## src/hw/srd_pkg.sv

```systemverilog
// Shared constants and types for the special register decode block
`default_nettype none

package srd_pkg;

    // Instruction classes that reach this block
    typedef enum logic [2:0] {
        SRD_OP_MFSPR = 3'h0,  // Move from special register
        SRD_OP_MTSPR = 3'h1,  // Move to special register
        SRD_OP_MFTB  = 3'h2,  // Move from time base
        SRD_OP_MFDCR = 3'h3,  // Move from device control register
        SRD_OP_MTDCR = 3'h4   // Move to device control register
    } srd_op_type;

    // One issued register-move instruction
    typedef struct packed {
        srd_op_type  op;         // Instruction class
        logic [9:0]  splitField; // Register number in split-field form
        logic        userMode;   // Issued from problem state
        logic [31:0] wdata;      // Source operand for moves to
    } srd_req_type;

    // Device control transfer toward the wrapper or the external bus
    typedef struct packed {
        logic        write;      // Move to, else move from
        logic [9:0]  addr;       // Decoded register number
        logic [31:0] wdata;      // Write data
    } srd_dcr_type;

    // Register numbers with their own behaviour
    localparam logic [9:0] SRD_TB_LOW_READ   = 10'h10c;
    localparam logic [9:0] SRD_TB_HIGH_READ  = 10'h10d;
    localparam logic [9:0] SRD_TB_LOW_WRITE  = 10'h11c;
    localparam logic [9:0] SRD_TB_HIGH_WRITE = 10'h11d;
    localparam logic [9:0] SRD_CORE_VERSION  = 10'h11f;
    localparam logic [9:0] SRD_ICACHE_DEBUG  = 10'h3d3;
    localparam logic [9:0] SRD_SCRATCH_USER4 = 10'h104;  // Unprivileged read alias base
    localparam logic [9:0] SRD_SCRATCH_PRIV4 = 10'h114;  // Privileged scratch four
    localparam logic [9:0] SRD_TIMER_STATUS  = 10'h3d8;

    // Field positions of the split form: low half of number sits high
    localparam int SRD_SPLIT_HI_LSB = 5;
    localparam int SRD_HALF_WIDTH   = 5;

    // Arbitrary core version value, names no real part
    localparam logic [31:0] SRD_VERSION_VALUE = 32'h0000_0100;

    // Device control window kept inside the wrapper
    localparam logic [9:0] SRD_DCR_INT_BASE = 10'h000;
    localparam logic [9:0] SRD_DCR_INT_SIZE = 10'h010;

    // Stored registers, one flip-flop word each
    localparam int SRD_NSTORE = 30;
    localparam int SRD_IDXW   = 5;

    // Number of each stored register, by index
    localparam logic [9:0] SRD_STORE_NUM [SRD_NSTORE] = '{
        10'h01a, 10'h01b, 10'h114, 10'h115, 10'h116, 10'h117,
        10'h3b3, 10'h3b4, 10'h3b5, 10'h3b6, 10'h3b7, 10'h3b9,
        10'h3ba, 10'h3bb, 10'h3bc, 10'h3bd, 10'h3d4, 10'h3d5,
        10'h3d6, 10'h3d8, 10'h3da, 10'h3db, 10'h3de, 10'h3df,
        10'h3f4, 10'h3f5, 10'h3f6, 10'h3f7, 10'h3fa, 10'h3fb
    };

    // Reset value of each stored register, by index
    localparam logic [31:0] SRD_STORE_RST [SRD_NSTORE] = '{
        32'h0000_0000, 32'h0000_0000, 32'h0000_0000, 32'h0000_0000,
        32'h0000_0000, 32'h0000_0000, 32'h0000_0000, 32'h0000_0000,
        32'h0000_0000, 32'h0000_0000, 32'h0000_0000, 32'hffff_ffff,
        32'h0000_0000, 32'h0000_0000, 32'h0000_0000, 32'h0000_0000,
        32'h0000_0000, 32'h0000_0000, 32'h0000_0000, 32'h0000_0000,
        32'h0000_0000, 32'h0000_0000, 32'h0000_0000, 32'h0000_0000,
        32'h0000_0000, 32'h0000_0000, 32'h0000_0000, 32'h0000_0000,
        32'h0000_0000, 32'h0000_0000
    };

    // Index of the user-defined storage attribute register
    localparam logic [SRD_IDXW-1:0] SRD_IDX_USER_ATTR = 5'h0e;

endpackage : srd_pkg

`default_nettype wire

```

## src/hw/srd_decode.sv

```systemverilog
// Special register decode, access and privilege checking for the core
// How it works
// [RULE1] Time-base field decoded with halves exchanged
// [RULE2] Time-base 268/269 read unprivileged, read-only
// [RULE3] Time-base writes only privileged at 284/285
// [RULE4] Scratch four-seven privileged read/write at 276-279
// [RULE5] User attribute register 956 privileged, resets zero
// [RULE6] Device control moves privileged, routed internal/external
// [RULE7] Special register numbers decoded in split form
// [RULE8] User access to privileged register raises exception
`timescale 1ns/1ps
`default_nettype none

module srd_decode (
    input  wire logic                clk,          // Core clock, 200 MHz
    input  wire logic                rst_n,        // Asynchronous reset, active low
    input  wire logic                reqValid,     // Instruction offered
    input  wire srd_pkg::srd_req_type req,         // Instruction fields
    output logic                     reqReady,     // Instruction can be taken
    output logic                     respValid,    // Instruction finished, one cycle
    output logic [31:0]              respData,     // Read result
    output logic                     privFault,    // Privileged-instruction exception
    output logic                     badReg,       // Unmapped or wrong-direction access
    output logic                     dcrIntValid,  // Request to wrapper registers
    output logic                     dcrExtValid,  // Request to external control bus
    output srd_pkg::srd_dcr_type     dcrReq,       // Shared request fields
    input  wire logic                dcrIntAck,    // Wrapper finished
    input  wire logic [31:0]         dcrIntRdata,  // Wrapper read data
    input  wire logic                dcrExtAck,    // External bus finished
    input  wire logic [31:0]         dcrExtRdata,  // External read data
    output logic [63:0]              timeBase      // Running time base
);

    // Device control handshake states, Gray along the path
    typedef enum logic [1:0] {
        SRD_IDLE = 2'b00,  // Ready for an instruction
        SRD_WAIT = 2'b01   // Waiting for the target's acknowledge
    } srd_state_type;

    // Reset released through two flip-flops
    logic                          rstPipe;      // First reset stage
    logic                          rstSync_n;    // Reset used by the design
    srd_state_type                 state;        // Handshake state
    logic [31:0]                   store [srd_pkg::SRD_NSTORE]; // Stored registers
    logic [9:0]                    num;          // Decoded register number
    logic                          accept;       // Instruction taken this cycle
    logic                          storeHit;     // Number names a stored register
    logic [srd_pkg::SRD_IDXW-1:0]  storeIdx;     // Index of that register
    logic                          isDcr;        // Device control class
    logic                          dcrIsInt;     // Targets wrapper window
    logic                          opRead;       // Move from class
    logic                          userAlias;    // Unprivileged scratch read alias
    logic                          tbRead;       // Time-base read numbers
    logic                          tbWrite;      // Time-base write numbers
    logic                          readable;     // Number readable by this class
    logic                          writable;     // Number writable by this class
    logic                          needPriv;     // Access needs supervisor state
    logic                          legal;        // Access is mapped and allowed
    logic [31:0]                   readValue;    // Selected read data
    logic                          wrStore;      // Stored register write strobe
    logic                          dcrAck;       // Acknowledge of current target
    logic                          pendInt;      // Current transfer is internal

    // Split field back to a number: halves exchanged
    function automatic logic [9:0] srd_unsplit(input logic [9:0] f);
        srd_unsplit = {f[srd_pkg::SRD_HALF_WIDTH-1:0],
                       f[9:srd_pkg::SRD_SPLIT_HI_LSB]};
    endfunction : srd_unsplit

    // Search of the stored-register table, hit flag above the index
    function automatic logic [srd_pkg::SRD_IDXW:0] srd_lookup(input logic [9:0] n);
        srd_lookup = '0;
        for (int i = 0; i < srd_pkg::SRD_NSTORE; i++) begin
            if (srd_pkg::SRD_STORE_NUM[i] == n) begin
                srd_lookup = {1'b1, i[srd_pkg::SRD_IDXW-1:0]};
            end
        end
    endfunction : srd_lookup

    // Reset synchroniser: asserts at once, releases after two edges
    always_ff @(posedge clk or negedge rst_n) begin
        if (!rst_n) begin
            rstPipe   <= 1'b0;
            rstSync_n <= 1'b0;
        end else begin
            rstPipe   <= 1'b1;
            rstSync_n <= rstPipe;
        end
    end

    // Every class uses the same exchanged-halves split form
    assign num    = srd_unsplit(req.splitField);  // RULE1 RULE7
    assign accept = reqValid && reqReady;
    assign reqReady = (state == SRD_IDLE);
    assign isDcr  = (req.op == srd_pkg::SRD_OP_MFDCR) || (req.op == srd_pkg::SRD_OP_MTDCR);
    assign opRead = (req.op == srd_pkg::SRD_OP_MFSPR) || (req.op == srd_pkg::SRD_OP_MFTB);
    assign {storeHit, storeIdx} = srd_lookup(num);

    // Unprivileged read-only copies of scratch four to seven
    assign userAlias = (num[9:2] == srd_pkg::SRD_SCRATCH_USER4[9:2]);
    assign tbRead    = (num == srd_pkg::SRD_TB_LOW_READ) ||
                       (num == srd_pkg::SRD_TB_HIGH_READ);
    assign tbWrite   = (num == srd_pkg::SRD_TB_LOW_WRITE) ||
                       (num == srd_pkg::SRD_TB_HIGH_WRITE);

    // Direction map: time-base reads only by the time-base class
    always_comb begin
        readable = 1'b0;
        writable = 1'b0;
        case (req.op)
            srd_pkg::SRD_OP_MFTB: begin
                readable = tbRead;  // RULE2
            end
            srd_pkg::SRD_OP_MFSPR: begin
                readable = storeHit || userAlias ||
                           (num == srd_pkg::SRD_CORE_VERSION) ||
                           (num == srd_pkg::SRD_ICACHE_DEBUG);
            end
            srd_pkg::SRD_OP_MTSPR: begin
                writable = storeHit || tbWrite;  // RULE3
            end
            default: begin
                readable = 1'b0;
                writable = 1'b0;
            end
        endcase
    end

    // Only the time-base reads and the scratch aliases are open to user code
    assign needPriv = isDcr ||                                      // RULE6
                      !((req.op == srd_pkg::SRD_OP_MFTB) ||
                        ((req.op == srd_pkg::SRD_OP_MFSPR) && userAlias)); // RULE2 RULE4
    assign legal = isDcr || readable || writable;

    // Read mux over every readable source
    always_comb begin
        readValue = 32'h0000_0000;
        if (req.op == srd_pkg::SRD_OP_MFTB) begin
            readValue = (num == srd_pkg::SRD_TB_HIGH_READ) ? timeBase[63:32]
                                                           : timeBase[31:0]; // RULE2
        end else if (storeHit) begin
            readValue = store[storeIdx];  // RULE4 RULE5
        end else if (userAlias) begin
            readValue = store[storeIdx] ;
            for (int i = 0; i < 4; i++) begin
                if (num[1:0] == i[1:0]) begin
                    readValue = store[2 + i];
                end
            end
        end else if (num == srd_pkg::SRD_CORE_VERSION) begin
            readValue = srd_pkg::SRD_VERSION_VALUE;
        end else begin
            readValue = 32'h0000_0000;  // Cache debug data not modelled here
        end
    end

    // Stored register written only by a legal supervisor move-to
    assign wrStore = accept && (req.op == srd_pkg::SRD_OP_MTSPR) && storeHit &&
                     !req.userMode;  // RULE8

    // Stored registers; timer status clears the bits written as one
    generate
        for (genvar g = 0; g < srd_pkg::SRD_NSTORE; g++) begin : gStore
            always_ff @(posedge clk or negedge rstSync_n) begin
                if (!rstSync_n) begin
                    store[g] <= srd_pkg::SRD_STORE_RST[g];  // RULE5
                end else if (wrStore && (storeIdx == g[srd_pkg::SRD_IDXW-1:0])) begin
                    if (srd_pkg::SRD_STORE_NUM[g] == srd_pkg::SRD_TIMER_STATUS) begin
                        store[g] <= store[g] & ~req.wdata;
                    end else begin
                        store[g] <= req.wdata;  // RULE4 RULE5
                    end
                end
            end
        end
    endgenerate

    // Free-running time base, halves loaded through the write aliases
    always_ff @(posedge clk or negedge rstSync_n) begin
        if (!rstSync_n) begin
            timeBase <= 64'h0000_0000_0000_0000;
        end else if (accept && (req.op == srd_pkg::SRD_OP_MTSPR) && tbWrite &&
                     !req.userMode) begin
            if (num == srd_pkg::SRD_TB_HIGH_WRITE) begin
                timeBase <= {req.wdata, timeBase[31:0]};  // RULE3
            end else begin
                timeBase <= {timeBase[63:32], req.wdata};  // RULE3
            end
        end else begin
            timeBase <= timeBase + 64'h0000_0000_0000_0001;
        end
    end

    // Number inside the wrapper window picks wrapper, any other the external target
    assign dcrIsInt = (num >= srd_pkg::SRD_DCR_INT_BASE) &&
                      (num < srd_pkg::SRD_DCR_INT_BASE + srd_pkg::SRD_DCR_INT_SIZE);
    assign dcrAck   = pendInt ? dcrIntAck : dcrExtAck;

    // Device control handshake: hold the request until acknowledged
    always_ff @(posedge clk or negedge rstSync_n) begin
        if (!rstSync_n) begin
            state       <= SRD_IDLE;
            dcrIntValid <= 1'b0;
            dcrExtValid <= 1'b0;
            pendInt     <= 1'b0;
            dcrReq      <= '0;
        end else begin
            case (state)
                SRD_IDLE: begin
                    if (accept && isDcr && !req.userMode) begin
                        state       <= SRD_WAIT;  // RULE6
                        dcrIntValid <= dcrIsInt;
                        dcrExtValid <= !dcrIsInt;
                        pendInt     <= dcrIsInt;
                        dcrReq      <= '{write: (req.op == srd_pkg::SRD_OP_MTDCR),
                                         addr: num, wdata: req.wdata};
                    end
                end
                SRD_WAIT: begin
                    if (dcrAck) begin
                        state       <= SRD_IDLE;
                        dcrIntValid <= 1'b0;
                        dcrExtValid <= 1'b0;
                    end
                end
                default: begin
                    state <= SRD_IDLE;
                end
            endcase
        end
    end

    // Completion and exception flags one cycle each, read data held until the next answer
    always_ff @(posedge clk or negedge rstSync_n) begin
        if (!rstSync_n) begin
            respValid <= 1'b0;
            respData  <= 32'h0000_0000;
            privFault <= 1'b0;
            badReg    <= 1'b0;
        end else begin
            respValid <= 1'b0;
            privFault <= 1'b0;
            badReg    <= 1'b0;
            if ((state == SRD_WAIT) && dcrAck) begin
                respValid <= 1'b1;
                respData  <= dcrReq.write ? 32'h0000_0000
                           : (pendInt ? dcrIntRdata : dcrExtRdata);
            end else if (accept && !(isDcr && !req.userMode)) begin
                // Privilege is checked before the map, so user code learns nothing
                respValid <= 1'b1;
                respData  <= 32'h0000_0000;
                if (req.userMode && needPriv) begin
                    privFault <= 1'b1;  // RULE8
                end else if (!legal) begin
                    badReg <= 1'b1;
                end else if (opRead) begin
                    respData <= readValue;
                end
            end
        end
    end
endmodule : srd_decode

`default_nettype wire

```

## config.mk

```make
export PLATFORM = sky130hd
export DESIGN_NAME = srd_decode
export DESIGN_NICKNAME = d
export VERILOG_FILES = /design/src/hw/srd_pkg.sv /design/src/hw/srd_decode.sv
export SDC_FILE = /design/constraint.sdc
export NUM_CORES = 2
export LEC_CHECK = 0
export BUFFER_PORTS_ARGS = -buffer_cell sky130_fd_sc_hd__clkbuf_2
export CAP_MARGIN = 20
export CORE_MARGIN = 3
export CORE_UTILIZATION = 35
export CTS_CLUSTER_DIAMETER = 40
export CTS_CLUSTER_SIZE = 12
export DETAILED_ROUTE_END_ITERATION = 7
export MAX_ROUTING_LAYER = met4
export PLACE_DENSITY = 0.53
export SETUP_SLACK_MARGIN = 0.1
export SLEW_MARGIN = 20
export SYNTH_ARGS = -nofsm -noshare
export SYNTH_HDL_FRONTEND = slang
export SYNTH_SLANG_ARGS = --single-unit
```

## constraint.sdc

```tcl
create_clock -name clk -period 60.4 [get_ports clk]
set_input_delay 9.06 -clock clk [delete_from_list [all_inputs] [get_ports clk]]
set_output_delay 9.06 -clock clk [all_outputs]
set_load 0.02 [all_outputs]
```

---- Word-level counts from Yosys, hierarchy flattened ----
Index checks and enable logic that the tools add are counted.
cells by class
  order comparisons ....................... 3
  bitwise operators ....................... 3
  reductions and logical operators ........ 69
  eq/ne operators ......................... 78
  add/sub/neg operators ................... 1
  muxes and demuxes ....................... 71
operators by type and width
  operator                                                                              number
  32-bit 2-to-1 mux                                                                     17
  10-bit equality test, first input constant                                            24
  6-bit 2-to-1 mux                                                                      30
  32-bit binary-select mux with 5-bit select                                            1
  64-bit 2-to-1 mux                                                                     2
  5-bit equality test, second input constant                                            14
  64-bit by 1-bit adder with 64-bit output, second input constant                       1
  10-bit by 9-bit equality test with 1-bit output, second input constant                5
  1-bit logical AND                                                                     44
  5-bit by 4-bit equality test with 1-bit output, second input constant                 8
  9-bit by 10-bit equality test with 1-bit output, first input constant                 4
  32-bit AND                                                                            1
  32-bit inverter                                                                       1
  5-bit by 10-bit equality test with 1-bit output, first input constant                 2
  5-bit by 3-bit equality test with 1-bit output, second input constant                 4
  1-bit 2-to-1 mux                                                                      14
  1-bit logical OR                                                                      12
  10-bit equality test, second input constant                                           1
  5-bit by 2-bit equality test with 1-bit output, second input constant                 2
  10-bit by 1-bit greater-or-equal comparator with 1-bit output, second input constant  1
  10-bit by 5-bit less-than comparator with 1-bit output, second input constant         1
  9-bit 2-to-1 mux                                                                      1
  8-bit by 7-bit equality test with 1-bit output, second input constant                 1
  3-bit by 2-bit equality test with 1-bit output, second input constant                 2
  19 further kinds                                                                      32
storage, ports and cells
  word-level logic and storage cells ...... 270
  input bits .............................. 115
  flip-flop bits (word level) ............. 1109

---- Longest topological paths before layout ----
  word-level depth ........................ 47
  gate-level depth with buffers ........... 15
  mapped depth without buffers ............ 9

---- Worst setup path before layout ----
No wires, ideal clock.
  path kind ............................... input port to flip-flop
  from .................................... input req[39] in the netlist's numbering
  to ...................................... register store[392] in the netlist's numbering
  arrival time ............................ 11.639 ns
  library setup time ...................... 0.125 ns
  data required time ...................... 60.275 ns
  cell stages on the path ................. 11
  slack ................................... 48.637 ns
  buffers on the path ..................... 4
  cells stage by stage .................... buf_2 > buf_2 > or3b_2 > nor2_1 > o311ai_1 > a31oi_4 > buf_2 > nand3_1 > nor2_2 > buf_2 > mux2_2
between the ends
  longest elaborated chain between the ends .. 34
  elaborated cells between the ends (all ways) .. 64
  those cells by class .................... 31 x eq/ne; 30 x mux; 3 x reduce/logical
ends and longest elaborated chain
  item                                                                         RTL line           text
  from (decl)                                                                  srd_decode.sv:18   input wire srd_pkg::srd_req_type req,
  5-bit by 10-bit equality test with 1-bit output                              srd_decode.sv:74   if (srd_pkg::SRD_STORE_NUM[i] == n) begin
  6-bit 2-to-1 mux (29 in series)                                              srd_decode.sv:74
  6-bit 2-to-1 mux (*)                                                         srd_decode.sv:74
  parallel branches: the longest is 2 deep, another holds 5-bit equality test  n/a
  1-bit logical AND (*)                                                        srd_decode.sv:167  end else if (wrStore && (storeIdx == g[srd_pkg::SRD_IDXW-1:0])) begin
  to (signal, indexed assignment)                                              srd_decode.sv:166  store[g] <= srd_pkg::SRD_STORE_RST[g];
  to (signal, indexed assignment)                                              srd_decode.sv:169  store[g] <= store[g] & ~req.wdata;
  to (signal, indexed assignment)                                              srd_decode.sv:171  store[g] <= req.wdata;
  to (decl)                                                                    srd_decode.sv:44   logic [31:0] store [srd_pkg::SRD_NSTORE];
Every way passes the cells marked *.
A chain may end at the register's enable or synchronous reset.

---- Worst setup path after layout ----
  from .................................... input req[39] in the netlist's numbering
  to ...................................... register respData[26]
between the ends
  longest elaborated chain between the ends .. 46
  elaborated cells between the ends (all ways) .. 97
  those cells by class .................... 39 x eq/ne; 48 x mux; 1 x bitwise; 9 x reduce/logical
ends and longest elaborated chain
  item                                                    RTL line                              text
  5-bit by 10-bit equality test with 1-bit output         srd_decode.sv:74
  6-bit 2-to-1 mux (29 in series)                         srd_decode.sv:74
  5-bit inverter with 6-bit output (not written as such)  srd_decode.sv:142, srd_decode.sv:144
  32-bit binary-select mux with 5-bit select              srd_decode.sv:142, srd_decode.sv:144
  32-bit 2-to-1 mux (not written as such) (2 in series)   srd_decode.sv:142, srd_decode.sv:144
  32-bit 2-to-1 mux (4 in series)                         srd_decode.sv:146                     if (num[1:0] == i[1:0]) begin
  32-bit 2-to-1 mux                                       srd_decode.sv:143                     end else if (userAlias) begin
  32-bit 2-to-1 mux                                       srd_decode.sv:141                     end else if (storeHit) begin
  32-bit 2-to-1 mux                                       srd_decode.sv:138                     if (req.op == srd_pkg::SRD_OP_MFTB) begin
  32-bit 2-to-1 mux                                       srd_decode.sv:256                     end else if (opRead) begin
  32-bit 2-to-1 mux (*)                                   srd_decode.sv:254                     end else if (!legal) begin
  32-bit 2-to-1 mux (*)                                   srd_decode.sv:252                     if (req.userMode && needPriv) begin
  32-bit 2-to-1 mux (*)                                   srd_decode.sv:248                     end else if (accept && !(isDcr && !req.userMode)) begin
  32-bit 2-to-1 mux (*)                                   srd_decode.sv:244                     if ((state == SRD_WAIT) && dcrAck) begin
  to (signal assigned)                                    srd_decode.sv:246                     respData <= dcrReq.write ? 32'h0000_0000
  to (signal assigned)                                    srd_decode.sv:257                     respData <= readValue;
  to (decl)                                               srd_decode.sv:21                      output logic [31:0] respData,
Mark *: on every way between the ends. The rest lies on a longest branch, timed or not. The select of a mux whose other input is x is not followed.

==> impl_metrics.tcl <==
set metrics [dict create \
    status "finished clean" \
    vias 40543 \
    gp_congestion 0.924 \
    numCtsBuffers 148 \
    synth.area.top_cells "dfrtp_1, mux2_2, nand2_1" \
    dp.cells 6701 \
    gr-total-overflow 0 \
    yosysMostFrequentCell "dfrtp_1" \
    period_share 0.226 \
    synth.distinct_cells 87 \
    drive_gt1_frac 0.352 \
    regToRegStartpoint "state[0]" \
    core-area_um2 152000 \
    ff2ff_setup_slack_ps 55770 \
    r2r_cells 7 \
    fmaxAchievable_mhz 73.4 \
    setup_viol 0 \
    drc 0 \
    endpoint_kind "flip-flop" \
    cts_buffer_depth 3 \
    netlist_area_um2 53700 \
    cts.sink_count 1108 \
    design.die.area_um2 158000 \
    first_pass_iters 5 \
    path_clk_slew_ps 50 \
    yosysTopAreaCellShare 0.502 \
    min_path_cells 0 \
    ys_seq_area_frac 0.517 \
    netlist_instances 4720 \
    fin_nets 4939 \
    hold_path_class "flip-flop to flip-flop" \
    dp_hpwl_um 124000 \
    synth_nets 4836 \
    cts-root-buf "clkbuf_16" \
    ir_drop_v 0.0000238 \
    grt_pass1_wl_um 289000 \
    worst_slew_pin_slew_ps 1140 \
    synth_ff_type "dfrtp_1" \
    maxCapViolCount 0 \
    required_ps 61020 \
    portBuffers 259 \
    clk_latency_ps 790 \
    critPathKind "input port to flip-flop" \
    rsz0062_at_grt "false" \
    rows 143 \
    holdBufCountCts 0 \
    synth_edf_count 0 \
    via_per_inst 5.81 \
    p_leak_uw 0.0282 \
    pwr_density_cell_nw_per_um2 30.5 \
    htreeDepth 4 \
    cp_data_arrival_time_ps 14240 \
    grt.total_usage 0.255 \
    setup-tns-final_ps 0 \
    cts_setup_buffers 0 \
    die_w_um 398 \
    synthArstFlopShare 1.00 \
    slew_viol_final 0 \
    min_to "rstSync_n" \
    syn_to_final_growth_pct 16.5 \
    yosysTopAreaCell "dfrtp_1" \
    yosys_warnings 0 \
    start_kind "input port" \
    skew_ps 27.1 \
    grt_antenna_before_repair 8 \
    post_cts_resized 0 \
    fin_crit_ps 13630 \
    drtAntennaViolNets 0 \
    routedWlPerCell_um 28.6 \
    reg2reg_to "store[143]" \
    ys_ff_latch 1108 \
    start_util 0.353 \
    min-delay-start "rstPipe" \
    ios 260 \
    crit_path_max_fanout 134 \
    drt_iter0_markers 3771 \
    hold_violations 0 \
    die_h_um 398 \
    synth_area_per_cell_um2 11.4 \
    synth.top_cells.by_count "dfrtp_1, mux2_2, nand2_1" \
    layoutNonFillerInstCount 6978 \
    grt_pass1_vias 39708 \
    slew_headroom 0.241 \
    grt_max_degree 180 \
    cts_tree "built" \
    wl_um 199000 \
]
==> area by class of cell <==
class                   instances  area (um2)
clock buffers                 183        4110
inverters                      23        86.3
well taps                    2030        2540
repair buffers                375        2280
multi-input cells            3167       24300
diodes                          2        5.00
clock inverters                90        1390
flip-flops and latches       1108       27800
fillers                     14463       89600
==> where the power goes <==
part           total (uW)  internal, uW  switching [uW]
logic                 151          41.3             109
clock network         978           618             360
registers             778           762            15.4
total                1910          1420             484
==> critical path, cell delays in order <==
cell and delay, ps:
clkbuf_2 80, buf_4 500, nand2_1 250, or3_1 360
o32a_1 480, nand3_4 460, buf_12 590, buf_4 770
mux2i_1 260, a32oi_1 70, and4_1 270, a31oi_1 600
o21ai_0 170
==> worst max path at each step <==
stage / from / end / slack, ps
2_1_floorplan: rstSync_n / badReg / 27280
3_3_place_gp: req[38] / respData[26] / 46210
3_5_place_dp: req[39] / respData[26] / 46160
4_1_cts: req[39] / respData[26] / 46990
5_1_grt: req[39] / respData[26] / 46580
6_report: req[39] / respData[26] / 46770
==> through the flow <==
stage	total power, uW	worst slack [ps]	hold WS, ps	instance area [um2]	utilization
floorplan	872	27280	331	53700	-
global placement	941	46210	338	57000	0.375
detailed placement	942	46160	335	57000	0.375
CTS	1920	46990	345	62500	0.411
global route	1960	46580	380	62500	0.411
finish	1910	46770	344	62500	0.411
==> cells in the final DEF (no fill, tap or decap), types with 21 or more instances in the layout <==
cell	instances
dfrtp_1	1074
mux2_2	960
nand2_1	709
clkbuf_2	258
nand3_1	249
clkbuf_16	154
a21oi_1	125
mux2i_1	124
nor2_1	116
buf_4	109
o21ai_0	82
a211oi_1	72
a31oi_1	71
a32oi_1	43
nand4_1	42
nor3_1	42
a311oi_1	42
and3_1	37
a21boi_0	35
a221oi_1	33
dfstp_2	32
nor2_4	31
mux4_2	31
bufinv_16	30
and2_1	25
mux2_1	25
and4_1	22
inv_1	21
a22oi_1	21
==> flip-flops by register name, summed over array words and instances (netlist names), 32 cells and up <==
register	count
store	960
timeBase	64
dcrReq	43
respData	32
==> metal layers <==
layer  GRT usage  wire [um]
met1       0.329      84500
met4      0.0885       6810
met3      0.0451      13800
met2       0.405      94300
met5           -          0
==> cell families (layout without fill, tap and decap cells) <==
family	count (synthesis)	count (layout)	synth area share
and+or+nand+nor	1347	1347	0.113
muxes	1140	1140	0.243
DFF	1108	1108	0.517
AOI/OAI and AO/OA	677	677	0.0894
buffers and inverters	445	671	0.0367
adders and majority gates	1	1	0.000233
other	1	3	0.0000699
xor gates and xnor gates	1	1	0.000163
No activity file was read; power rests on OpenSTA's default activity.
